==> src/rtl/stt_params.svh <==
// constants of the serial test transmitter: map, fields, keys, sizes
// Functional notes
// - control write needs key 0x0007, write, 0x00b9
// - missing or wrong key discards the control write
// - control register sixteen bits, resets to zero
// - bits 8..5 nonzero while sending, else zero
// - bits 4..2 give byte count minus one
// - bytes low then high, register one first
// - bit one resets whole transmitter, reads zero
// - bit zero enables, software clears to disable
// - wait until needed data registers are written
// - bit timing from baud timer overflow pulse
// - readback differs while busy, then matches written
`ifndef STT_PARAMS_SVH
`define STT_PARAMS_SVH
// ---------------------------------------------------------------
// register byte addresses
// ---------------------------------------------------------------
`define STT_ADDR_KEY_FIRST  32'hffff0880
`define STT_ADDR_CTRL       32'hffff0884
`define STT_ADDR_KEY_SECOND 32'hffff0888
`define STT_ADDR_DAT0       32'hffff088c
`define STT_ADDR_DAT1       32'hffff0890
`define STT_ADDR_DAT2       32'hffff0894
// ---------------------------------------------------------------
// key values, reset values and control fields
// ---------------------------------------------------------------
`define STT_KEY_FIRST_VAL   16'h0007
`define STT_KEY_SECOND_VAL  16'h00b9
`define STT_CTRL_RESET      5'h00
`define STT_DAT_RESET       16'h0000
`define STT_CTRL_EN         0
`define STT_CTRL_SRST       1
`define STT_CTRL_CNT_LO     2
`define STT_CTRL_CNT_HI     4
`define STT_CTRL_STATE_LO   5
`define STT_CTRL_STATE_HI   8
`define STT_CNT_MAX         3'h5
`define STT_STATE_LOAD      4'h1
`define STT_STATE_SEND      4'h2
// ---------------------------------------------------------------
// data path sizes
// ---------------------------------------------------------------
`define STT_FIFO_DEPTH      16
`define STT_BYTE_W          8
`define STT_FRAME_BITS      4'hc
`endif

==> src/rtl/stt_pkg.sv <==
// types shared by the serial test transmitter modules
package stt_pkg;
  // transfer sequencer states
  typedef enum logic [1:0] {
    STT_IDLE,
    STT_LOAD,
    STT_SEND
  } stt_state_e;
  // unlock sequence states
  typedef enum logic [1:0] {
    STT_LK_IDLE,
    STT_LK_ARMED,
    STT_LK_PENDING
  } stt_lock_e;
  // whole state of the top module
  typedef struct packed {
    logic [4:0]       ctrl;    // written control bits 4..0
    logic [4:0]       pend;    // control value awaiting second key
    logic [2:0][15:0] dat;     // three data registers
    logic [2:0]       dat_wr;  // data register written since last transfer
    stt_state_e       st;      // transfer sequencer
    stt_lock_e        lk;      // unlock sequence
    logic [2:0]       idx;     // next byte to queue
    logic             srst;    // soft reset pulse
    logic             waitreq; // bus waitrequest
    logic [31:0]      rdata;   // bus read data
  } stt_top_s;
endpackage

==> src/rtl/stt_stream_if.sv <==
// valid/ready byte stream between the transmitter's modules
`timescale 1ns/1ns
interface stt_stream_if #(parameter int W = 8);
  logic         valid; // source offers data
  logic         ready; // sink takes it this cycle
  logic [W-1:0] data;  // payload
  modport src (output valid, output data, input ready);
  modport snk (input valid, input data, output ready);
endinterface

==> src/rtl/stt_fifo.sv <==
// byte fifo with a registered output stage
`timescale 1ns/1ns
module stt_fifo #(
  parameter int W     = 8,
  parameter int DEPTH = 16
) (
  input  wire logic clk,
  input  wire logic clr,   // synchronous clear
  stt_stream_if.snk in_s,  // fill side
  stt_stream_if.src out_s, // drain side
  output logic      empty  // nothing stored, nothing offered
);
  import stt_pkg::*;
  localparam int AW = $clog2(DEPTH);
  // ---------------------------------------------------------------
  // state
  // ---------------------------------------------------------------
  typedef struct packed {
    logic [DEPTH-1:0][W-1:0] mem;  // storage
    logic [AW-1:0]           wp;   // write pointer
    logic [AW-1:0]           rp;   // read pointer
    logic [AW:0]             cnt;  // words in storage
    logic                    ov;   // output stage valid
    logic [W-1:0]            od;   // output stage data
  } stt_fifo_s;
  stt_fifo_s f_r, f_nxt;
  logic push, pop;
  // honest full: refuse once storage is full
  assign in_s.ready = (f_r.cnt != (AW+1)'(DEPTH));
  assign out_s.valid = f_r.ov;
  assign out_s.data  = f_r.od;
  assign empty = (f_r.cnt == '0) && !f_r.ov;
  // ---------------------------------------------------------------
  // next state
  // ---------------------------------------------------------------
  always_comb begin
    f_nxt = f_r;
    push = in_s.valid && in_s.ready;
    pop  = 1'b0;
    // refill output stage when it is free or being taken
    if (!f_r.ov || out_s.ready) begin
      if (f_r.cnt != '0) begin
        pop = 1'b1;
        f_nxt.od = f_r.mem[f_r.rp];
        f_nxt.ov = 1'b1;
        f_nxt.rp = f_r.rp + 1'b1;
      end else begin
        f_nxt.ov = 1'b0;
      end
    end
    if (push) begin
      f_nxt.mem[f_r.wp] = in_s.data;
      f_nxt.wp = f_r.wp + 1'b1;
    end
    f_nxt.cnt = f_r.cnt + (AW+1)'(push) - (AW+1)'(pop);
  end
  // register the state; memory contents need no reset
  always_ff @(posedge clk) begin
    f_r <= f_nxt;
    if (clr) begin
      f_r.wp  <= '0;
      f_r.rp  <= '0;
      f_r.cnt <= '0;
      f_r.ov  <= 1'b0;
      f_r.od  <= '0;
    end
  end
endmodule

==> src/rtl/stt_serializer.sv <==
// frames bytes onto the test output line, one bit per baud tick
`timescale 1ns/1ns
`include "stt_params.svh"
module stt_serializer (
  input  wire logic clk,
  input  wire logic clr,        // synchronous clear
  input  wire logic baud_tick,  // one pulse per bit period
  stt_stream_if.snk in_s,       // bytes to send
  output logic      line,       // output level, high when idle
  output logic      busy        // frame in progress
);
  import stt_pkg::*;
  // ---------------------------------------------------------------
  // state
  // ---------------------------------------------------------------
  typedef struct packed {
    logic [11:0] sh;    // frame bits, bit now on the line in bit 0, next to send in bit 1
    logic [3:0]  left;  // bits still owed, current included
    logic        line;  // registered output level
  } stt_ser_s;
  stt_ser_s s_r, s_nxt;
  // a new frame is taken only at a bit boundary with at most the current bit owed
  assign in_s.ready = baud_tick && (s_r.left <= 4'h1);
  assign line = s_r.line;
  assign busy = (s_r.left != 4'h0);
  // ---------------------------------------------------------------
  // next state
  // ---------------------------------------------------------------
  always_comb begin
    s_nxt = s_r;
    if (baud_tick) begin
      if (s_r.left > 4'h1) begin
        s_nxt.sh   = {1'b1, s_r.sh[11:1]};
        s_nxt.line = s_r.sh[1];
        s_nxt.left = s_r.left - 4'h1;
      end else if (in_s.valid) begin
        // stop, stop, even parity, data lsb first, start
        s_nxt.sh   = {2'b11, ^in_s.data, in_s.data, 1'b0};
        s_nxt.line = 1'b0;
        s_nxt.left = `STT_FRAME_BITS; // next frame follows at once
      end else begin
        // last stop bit done, line rests high
        s_nxt.line = 1'b1;
        s_nxt.left = 4'h0;
      end
    end
  end
  // register the state
  always_ff @(posedge clk) begin
    if (clr) begin
      s_r <= '{sh: 12'hfff, left: 4'h0, line: 1'b1};
    end else begin
      s_r <= s_nxt;
    end
  end
endmodule

==> src/rtl/stt_top.sv <==
// serial test transmitter: keyed control, data registers, avalon slave
//
// Our own choice: the Avalon-MM slave port.
`timescale 1ns/1ns
`include "stt_params.svh"
module stt_top #(
  parameter int FIFO_DEPTH = `STT_FIFO_DEPTH
) (
  input  wire logic        clk,
  input  wire logic        sys_rst,
  input  wire logic [31:0] avs_address,
  input  wire logic        avs_read,
  input  wire logic        avs_write,
  input  wire logic [31:0] avs_writedata,
  output logic [31:0]      avs_readdata,
  output logic             avs_waitrequest,
  input  wire logic        baud_tick,
  output logic             serial_test_output
);
  import stt_pkg::*;

  // ---------------------------------------------------------------
  // state and internal wires
  // ---------------------------------------------------------------
  stt_top_s t_r;          // all registered state
  stt_top_s t_nxt;        // its next value
  logic     sub_clr;      // clear for fifo and serializer
  logic     fifo_empty;   // fifo holds nothing
  logic     ser_busy;     // frame on the line
  logic     wr_go;        // write completes this edge
  logic     rd_go;        // read answer prepared this edge
  logic [2:0]  nbytes;    // byte count code, clamped
  logic [2:0]  need;      // data registers this count needs
  logic [2:0]  dat_hit;   // data register written this edge
  logic [3:0]  state_bits;// visible progress code
  logic [15:0] ctrl_view; // control register as read
  logic [15:0] wd;        // low half of the write data

  stt_stream_if #(.W(`STT_BYTE_W)) q_in ();  // top to fifo
  stt_stream_if #(.W(`STT_BYTE_W)) q_out (); // fifo to serializer

  // soft reset clears the submodules as well as this state
  assign sub_clr = sys_rst || t_r.srst;

  // ---------------------------------------------------------------
  // byte queue and bit serializer
  // ---------------------------------------------------------------
  stt_fifo #(
    .W     (`STT_BYTE_W),
    .DEPTH (FIFO_DEPTH)
  ) u_fifo (
    .clk   (clk),
    .clr   (sub_clr),
    .in_s  (q_in),
    .out_s (q_out),
    .empty (fifo_empty)
  );

  stt_serializer u_ser (
    .clk       (clk),
    .clr       (sub_clr),
    .baud_tick (baud_tick),
    .in_s      (q_out),
    .line      (serial_test_output),
    .busy      (ser_busy)
  );

  // ---------------------------------------------------------------
  // outputs straight from flops
  // ---------------------------------------------------------------
  assign avs_readdata    = t_r.rdata;
  assign avs_waitrequest = t_r.waitreq;

  // ---------------------------------------------------------------
  // derived views
  // ---------------------------------------------------------------
  always_comb begin
    wd = avs_writedata[15:0];
    // request completes on the edge that sees waitrequest low
    wr_go = avs_write && !t_r.waitreq;
    rd_go = avs_read && t_r.waitreq;
    // which data register a completing write lands in
    dat_hit[0] = wr_go && (avs_address == `STT_ADDR_DAT0);
    dat_hit[1] = wr_go && (avs_address == `STT_ADDR_DAT1);
    dat_hit[2] = wr_go && (avs_address == `STT_ADDR_DAT2);
    // codes above six bytes are clamped, they have no meaning
    if (t_r.ctrl[`STT_CTRL_CNT_HI:`STT_CTRL_CNT_LO] > `STT_CNT_MAX) begin
      nbytes = `STT_CNT_MAX;
    end else begin
      nbytes = t_r.ctrl[`STT_CTRL_CNT_HI:`STT_CTRL_CNT_LO];
    end
    // one data register per started pair of bytes
    unique case (nbytes[2:1])
      2'b00:   need = 3'b001;
      2'b01:   need = 3'b011;
      default: need = 3'b111;
    endcase
    // progress code, zero only when fully idle
    unique case (t_r.st)
      STT_IDLE: state_bits = 4'h0;
      STT_LOAD: state_bits = `STT_STATE_LOAD;
      STT_SEND: state_bits = `STT_STATE_SEND;
    endcase
    // reserved bits read zero; written bits read back as written
    ctrl_view = {7'h00, state_bits, t_r.ctrl};
  end

  // ---------------------------------------------------------------
  // queue feed: one byte per cycle while loading
  // ---------------------------------------------------------------
  always_comb begin
    q_in.valid = (t_r.st == STT_LOAD);
    // low byte of a register goes before its high byte
    q_in.data = t_r.idx[0] ? t_r.dat[t_r.idx[2:1]][15:8]
                           : t_r.dat[t_r.idx[2:1]][7:0];
  end

  // ---------------------------------------------------------------
  // next state
  // ---------------------------------------------------------------
  always_comb begin
    t_nxt = t_r;
    t_nxt.srst = 1'b0;

    // bus handshake: one wait cycle, then answer for one cycle
    if ((avs_read || avs_write) && t_r.waitreq) begin
      t_nxt.waitreq = 1'b0;
    end else begin
      t_nxt.waitreq = 1'b1;
    end

    // read decode; keys are write only, unmapped reads give zero
    if (rd_go) begin
      unique case (avs_address)
        `STT_ADDR_CTRL: t_nxt.rdata = {16'h0000, ctrl_view};
        `STT_ADDR_DAT0: t_nxt.rdata = {16'h0000, t_r.dat[0]};
        `STT_ADDR_DAT1: t_nxt.rdata = {16'h0000, t_r.dat[1]};
        `STT_ADDR_DAT2: t_nxt.rdata = {16'h0000, t_r.dat[2]};
        default:        t_nxt.rdata = 32'h00000000;
      endcase
    end

    // write decode and the unlock sequence
    if (wr_go) begin
      unique case (avs_address)
        `STT_ADDR_KEY_FIRST: begin
          // only the right first key arms the sequence
          if (wd == `STT_KEY_FIRST_VAL) begin
            t_nxt.lk = STT_LK_ARMED;
          end else begin
            t_nxt.lk = STT_LK_IDLE;
          end
        end
        `STT_ADDR_CTRL: begin
          // held back until the second key; dropped if not armed
          if (t_r.lk == STT_LK_ARMED) begin
            t_nxt.pend = wd[4:0]; // bits 15..5 not stored
            t_nxt.lk   = STT_LK_PENDING;
          end else begin
            t_nxt.lk = STT_LK_IDLE;
          end
        end
        `STT_ADDR_KEY_SECOND: begin
          t_nxt.lk = STT_LK_IDLE;
          // commit only right after a held control write
          if (t_r.lk == STT_LK_PENDING && wd == `STT_KEY_SECOND_VAL) begin
            if (t_r.pend[`STT_CTRL_SRST]) begin
              t_nxt.srst = 1'b1;
            end else begin
              t_nxt.ctrl = t_r.pend; // enable or disable
            end
          end
        end
        `STT_ADDR_DAT0, `STT_ADDR_DAT1, `STT_ADDR_DAT2: begin
          // a data register write breaks the key sequence
          t_nxt.lk = STT_LK_IDLE;
          if (avs_address == `STT_ADDR_DAT0) begin
            t_nxt.dat[0]    = wd;
            t_nxt.dat_wr[0] = 1'b1;
          end else if (avs_address == `STT_ADDR_DAT1) begin
            t_nxt.dat[1]    = wd;
            t_nxt.dat_wr[1] = 1'b1;
          end else begin
            t_nxt.dat[2]    = wd;
            t_nxt.dat_wr[2] = 1'b1;
          end
        end
        default: begin
          // unmapped writes are ignored and leave the sequence alone
        end
      endcase
    end

    // transfer sequencer
    unique case (t_r.st)
      STT_IDLE: begin
        // start once enabled and every needed register is written
        if (t_r.ctrl[`STT_CTRL_EN] && ((t_r.dat_wr & need) == need)) begin
          t_nxt.st  = STT_LOAD;
          t_nxt.idx = 3'h0;
        end
      end
      STT_LOAD: begin
        // fifo back-pressure stalls the feed
        if (q_in.ready) begin
          if (t_r.idx == nbytes) begin
            t_nxt.st = STT_SEND;
          end else begin
            t_nxt.idx = t_r.idx + 3'h1;
          end
        end
      end
      STT_SEND: begin
        // idle only after the final stop bit has left the line
        if (fifo_empty && !ser_busy) begin
          t_nxt.st = STT_IDLE;
          // data must be written afresh for the next transfer;
          // a data write on this very edge survives, set wins
          t_nxt.dat_wr = dat_hit;
        end
      end
    endcase
  end

  // ---------------------------------------------------------------
  // state register; soft reset also clears the control bits
  // ---------------------------------------------------------------
  always_ff @(posedge clk) begin
    if (sys_rst || t_r.srst) begin
      t_r.ctrl   <= `STT_CTRL_RESET;
      t_r.pend   <= `STT_CTRL_RESET;
      t_r.dat    <= {3{`STT_DAT_RESET}};
      t_r.dat_wr <= 3'b000;
      t_r.st     <= STT_IDLE;
      t_r.lk     <= STT_LK_IDLE;
      t_r.idx    <= 3'h0;
      t_r.srst   <= 1'b0;
      t_r.waitreq <= 1'b1;
      t_r.rdata  <= 32'h00000000;
    end else begin
      t_r <= t_nxt;
    end
  end

  // the pin-function selection that routes this line to the pin
  // sits outside this block; software sets it before use
endmodule

==> config.mk <==
export PLATFORM = sky130hd
export DESIGN_NAME = stt_top
export DESIGN_NICKNAME = d
export VERILOG_FILES = /design/src/rtl/stt_pkg.sv /design/src/rtl/stt_stream_if.sv /design/src/rtl/stt_fifo.sv /design/src/rtl/stt_serializer.sv /design/src/rtl/stt_top.sv
export VERILOG_INCLUDE_DIRS = /design/src /design/src/rtl
export SDC_FILE = /design/constraint.sdc
export NUM_CORES = 1
export LEC_CHECK = 0
export BUFFER_PORTS_ARGS = -buffer_cell sky130_fd_sc_hd__buf_2
export CORE_MARGIN = 5
export CORE_UTILIZATION = 56
export CTS_BUF_LIST = sky130_fd_sc_hd__clkbuf_4 sky130_fd_sc_hd__clkbuf_8
export CTS_CLUSTER_SIZE = 28
export DETAILED_ROUTE_END_ITERATION = 6
export PLACE_DENSITY = 0.79
export SYNTH_ARGS = -nofsm -noshare
export SYNTH_HDL_FRONTEND = slang
export SYNTH_SLANG_ARGS = --single-unit
==> constraint.sdc <==
create_clock -name clk -period 2.7 [get_ports clk]
set_input_delay 0.54 -clock clk [delete_from_list [all_inputs] [get_ports clk]]
set_output_delay 0.54 -clock clk [all_outputs]
set_load 0.005 [all_outputs]
==> impl_metrics.toml <==
[outcome]
outcome = "complete, no violations"

[timing]
slew_headroom_pct = 12.2
fin_crit_ns = 2.58
skew_ns = 0.0194
fmax_ghz = 0.387
maxSlewViolCount = 0
whs_ns = 0.240
final-hold-violation-count = 0
tns_ns = 0
period_share_pct = 95.7
worst_pin_slew_ns = 1.32
setup_viol = 0

[global_route]
grt_pass1_wl_um = 39400
grt_pass1_vias = 7650
grt_use_met2_pct = 38.5
use_met3_pct = 3.76
busiest_layer = "met2"
gr-total-overflow = 0
grt_usage_pct = 22.3
antenna_found_initial = 0
grt_max_degree = 44
use_met1_pct = 28.2

[placement]
placed_cells = 1234
dpl_cell_area_mm2 = 0.0117
hpwl_um = 16500
io_buffers = 70
place_congestion = 0.825

[layout]
syn_to_final_growth_pct = 13.8
fillCellCount = 1441
nets = 1104
n_antenna_cell = 0
final_common_cell = "edfxtp_1"
final_cell_mix = "edfxtp_1, dfxtp_1, nor2_1"
multi_input_area_mm2 = 0.00435
drive_gt1_share_pct = 24.2
seq_area_mm2 = 0.00627
stdcell_count = 1311
final_design_area_no_fill_mm2 = 0.0126

[power]
power_mw = 10.2
p_leak_nw = 4.36
cellPowerDensity_mw_per_mm2 = 805
peakVddDrop_uv = 418

[hold_path]
hp-class = "input pin to register"
hold_path_startpoint = "avs_read"
min_path_cells = 2
min_to = "avs_waitrequest"

[floorplan]
die-area_mm2 = 0.0227
rows = 51
die_h_um = 151
coreArea_mm2 = 0.0195
ios = 103
initial_core_util_pct = 57.0
chipWidth_um = 151

[setup_path]
critPathKind = "register to register"
crit_path_end_kind = "register"
crit_chain = "inv_2 > ha_4 > or3b_4 > nor2_4 > nor2_2 > ha_1 > inv_1 > ha_4 > fa_2 > a21oi_2 > nor2_1 > nor2_1 > xnor2_1 > nor2_1"
start_kind = "register"
r2r_cells = 14
critPathMaxFanout = 2
required_ns = 3.11
rrSetupSlack_ns = 0.12
critPathMostFrequentCell = "nor2_1"
critPathSlowestCell = "or3b_4"
r2r-start = "u_fifo.f_r[11]"
rr_endpoint = "u_fifo.f_r[13]"
critPathArrivalTime_ns = 3.00
slowest_delay_ns = 0.39

[cts]
clkSlewWorstSetupHoldPaths_ns = 0.06
cts_buffers = 41
clkSinkCount = 249
h-tree-depth = 2
cts_root_buffer = "clkbuf_8"
cts_tree = "yes"
clk_latency_ns = 0.54
clk_path_buf_depth = 3

[routing]
first_pass_iters = 5
via_per_inst = 5.76
drtIter0Drc = 632
drtAntennaViolNets = 0
wl_um = 24700
wl_per_cell_um = 18.8
route.detailed.drc = 0
vias = 7552

[logic_synthesis]
ys_types = 64
ys_ff_latch = 249
syn_inst = 930
yosys_warnings = 0
yosys_most_used_dff = "edfxtp_1"
synth_edf_count = 128
avgSynthCellArea_um2 = 11.9
synthTopCellsByArea = "edfxtp_1, dfxtp_1, mux4_2"
syn_area_mm2 = 0.0111
ys_async_sr_fraction_pct = 0
ys_seq_area_share_pct = 56.5
synth_area_leader_cell = "edfxtp_1"
post-synth-top-area-fraction_pct = 34.7

[job]
drv_cap = 0
cell usage after synthesis (all sizes together), types with 2 or more instances:
library cell	n
a21boi	2
a21oi	38
a22o	16
a22oi	11
a32oi	6
and2	4
and4	3
buf	60
clkbuf	30
dfxtp	121
edfxtp	128
ha	18
inv	23
mux2i	60
mux4	40
nand2	65
nand2b	6
nand3	36
nand3b	3
nand4	11
nor2	110
nor2b	6
nor3	9
nor3b	4
nor4	8
nor4b	3
o21ai	34
o22ai	17
o311ai	9
or3	5
or3b	2
or4	4
xnor2	13
xor2	6
cell families after synthesis:
| logic type | count (synthesis) | share of synthesized area, % |
|---|---|---|
| flops | 249 | 56.5 |
| compound gates | 144 | 8.68 |
| xor+xnor | 19 | 1.50 |
| other cells | 1 | 0.0338 |
| mux | 101 | 13.6 |
| simple gates | 284 | 12.1 |
| fa+ha+maj | 19 | 2.21 |
| buf+inv | 113 | 5.35 |
metrics by stage:
step	setup WS (ns)	util, %
floorplan	0.00915	-
global placement	0.0951	60.1
detailed placement	0.0237	60.1
CTS	0.0127	64.4
global route	-0.0335	64.8
finish	0.115	64.8
worst max-delay path: cells and delay by family (launching register included):
family,cells,cell delay (ns)
adders and majority gates,4,0.93
and+or+nand+nor,6,0.80
DFF,1,0.33
buffers and inverters,2,0.14
AOI/OAI and AO/OA,1,0.13
xor gates and xnor gates,1,0.13
sequential cells by signal, summed over array words and instances (netlist names):
register / flops
avs_readdata: 16
avs_waitrequest: 1
ctrl_view: 4
t_r: 64
u_fifo.f_r: 141
u_fifo.out_s.data: 8
u_fifo.out_s.valid: 1
u_ser.line: 1
u_ser.s_r: 13
routing by layer:
metal / up-vias / wire (um)
met5: - / 0
met4: 0 / 627
met3: 51 / 1520
met2: 266 / 12500
met1: 3670 / 10000
li1: 3565 / -
cell type report:
cell class / instances / area share [%]
well taps: 265 / 2.63
repair buffers: 118 / 5.83
inverters: 23 / 0.684
flip-flops and latches: 249 / 49.7
clock buffers: 65 / 6.20
multi-input cells: 583 / 34.5
clock inverters: 8 / 0.486
worst max-delay path by stage:
stage	from	to	slack, ns	depth (start not counted)
2_1_floorplan	u_ser.s_r[1]	u_fifo.f_r[13]	0.009	15
4_1_cts	u_ser.s_r[2]	u_fifo.f_r[13]	0.01	14
3_5_place_dp	u_ser.s_r[2]	u_fifo.f_r[13]	0.02	14
5_1_grt	u_ser.s_r[1]	u_fifo.f_r[13]	-0.03	14
6_report	u_fifo.f_r[11]	u_fifo.f_r[13]	0.12	14
3_3_place_gp	u_ser.s_r[2]	u_fifo.f_r[13]	0.1	14
what timing repair did:
item                       4_1_cts  5_1_grt
setup endpoints to repair        0        1
gates resized for setup          0       15
hold buffers                     0        0
buffers inserted                 0        4
where the power goes:
part | internal [mW] | total (mW) | switching (mW)
clock | 1.92 | 3.37 | 1.45
sequential | 4.20 | 4.43 | 0.237
combinational | 1.15 | 2.36 | 1.21
total | 7.27 | 10.2 | 2.90
No activity file was read; power rests on OpenSTA's default activity.
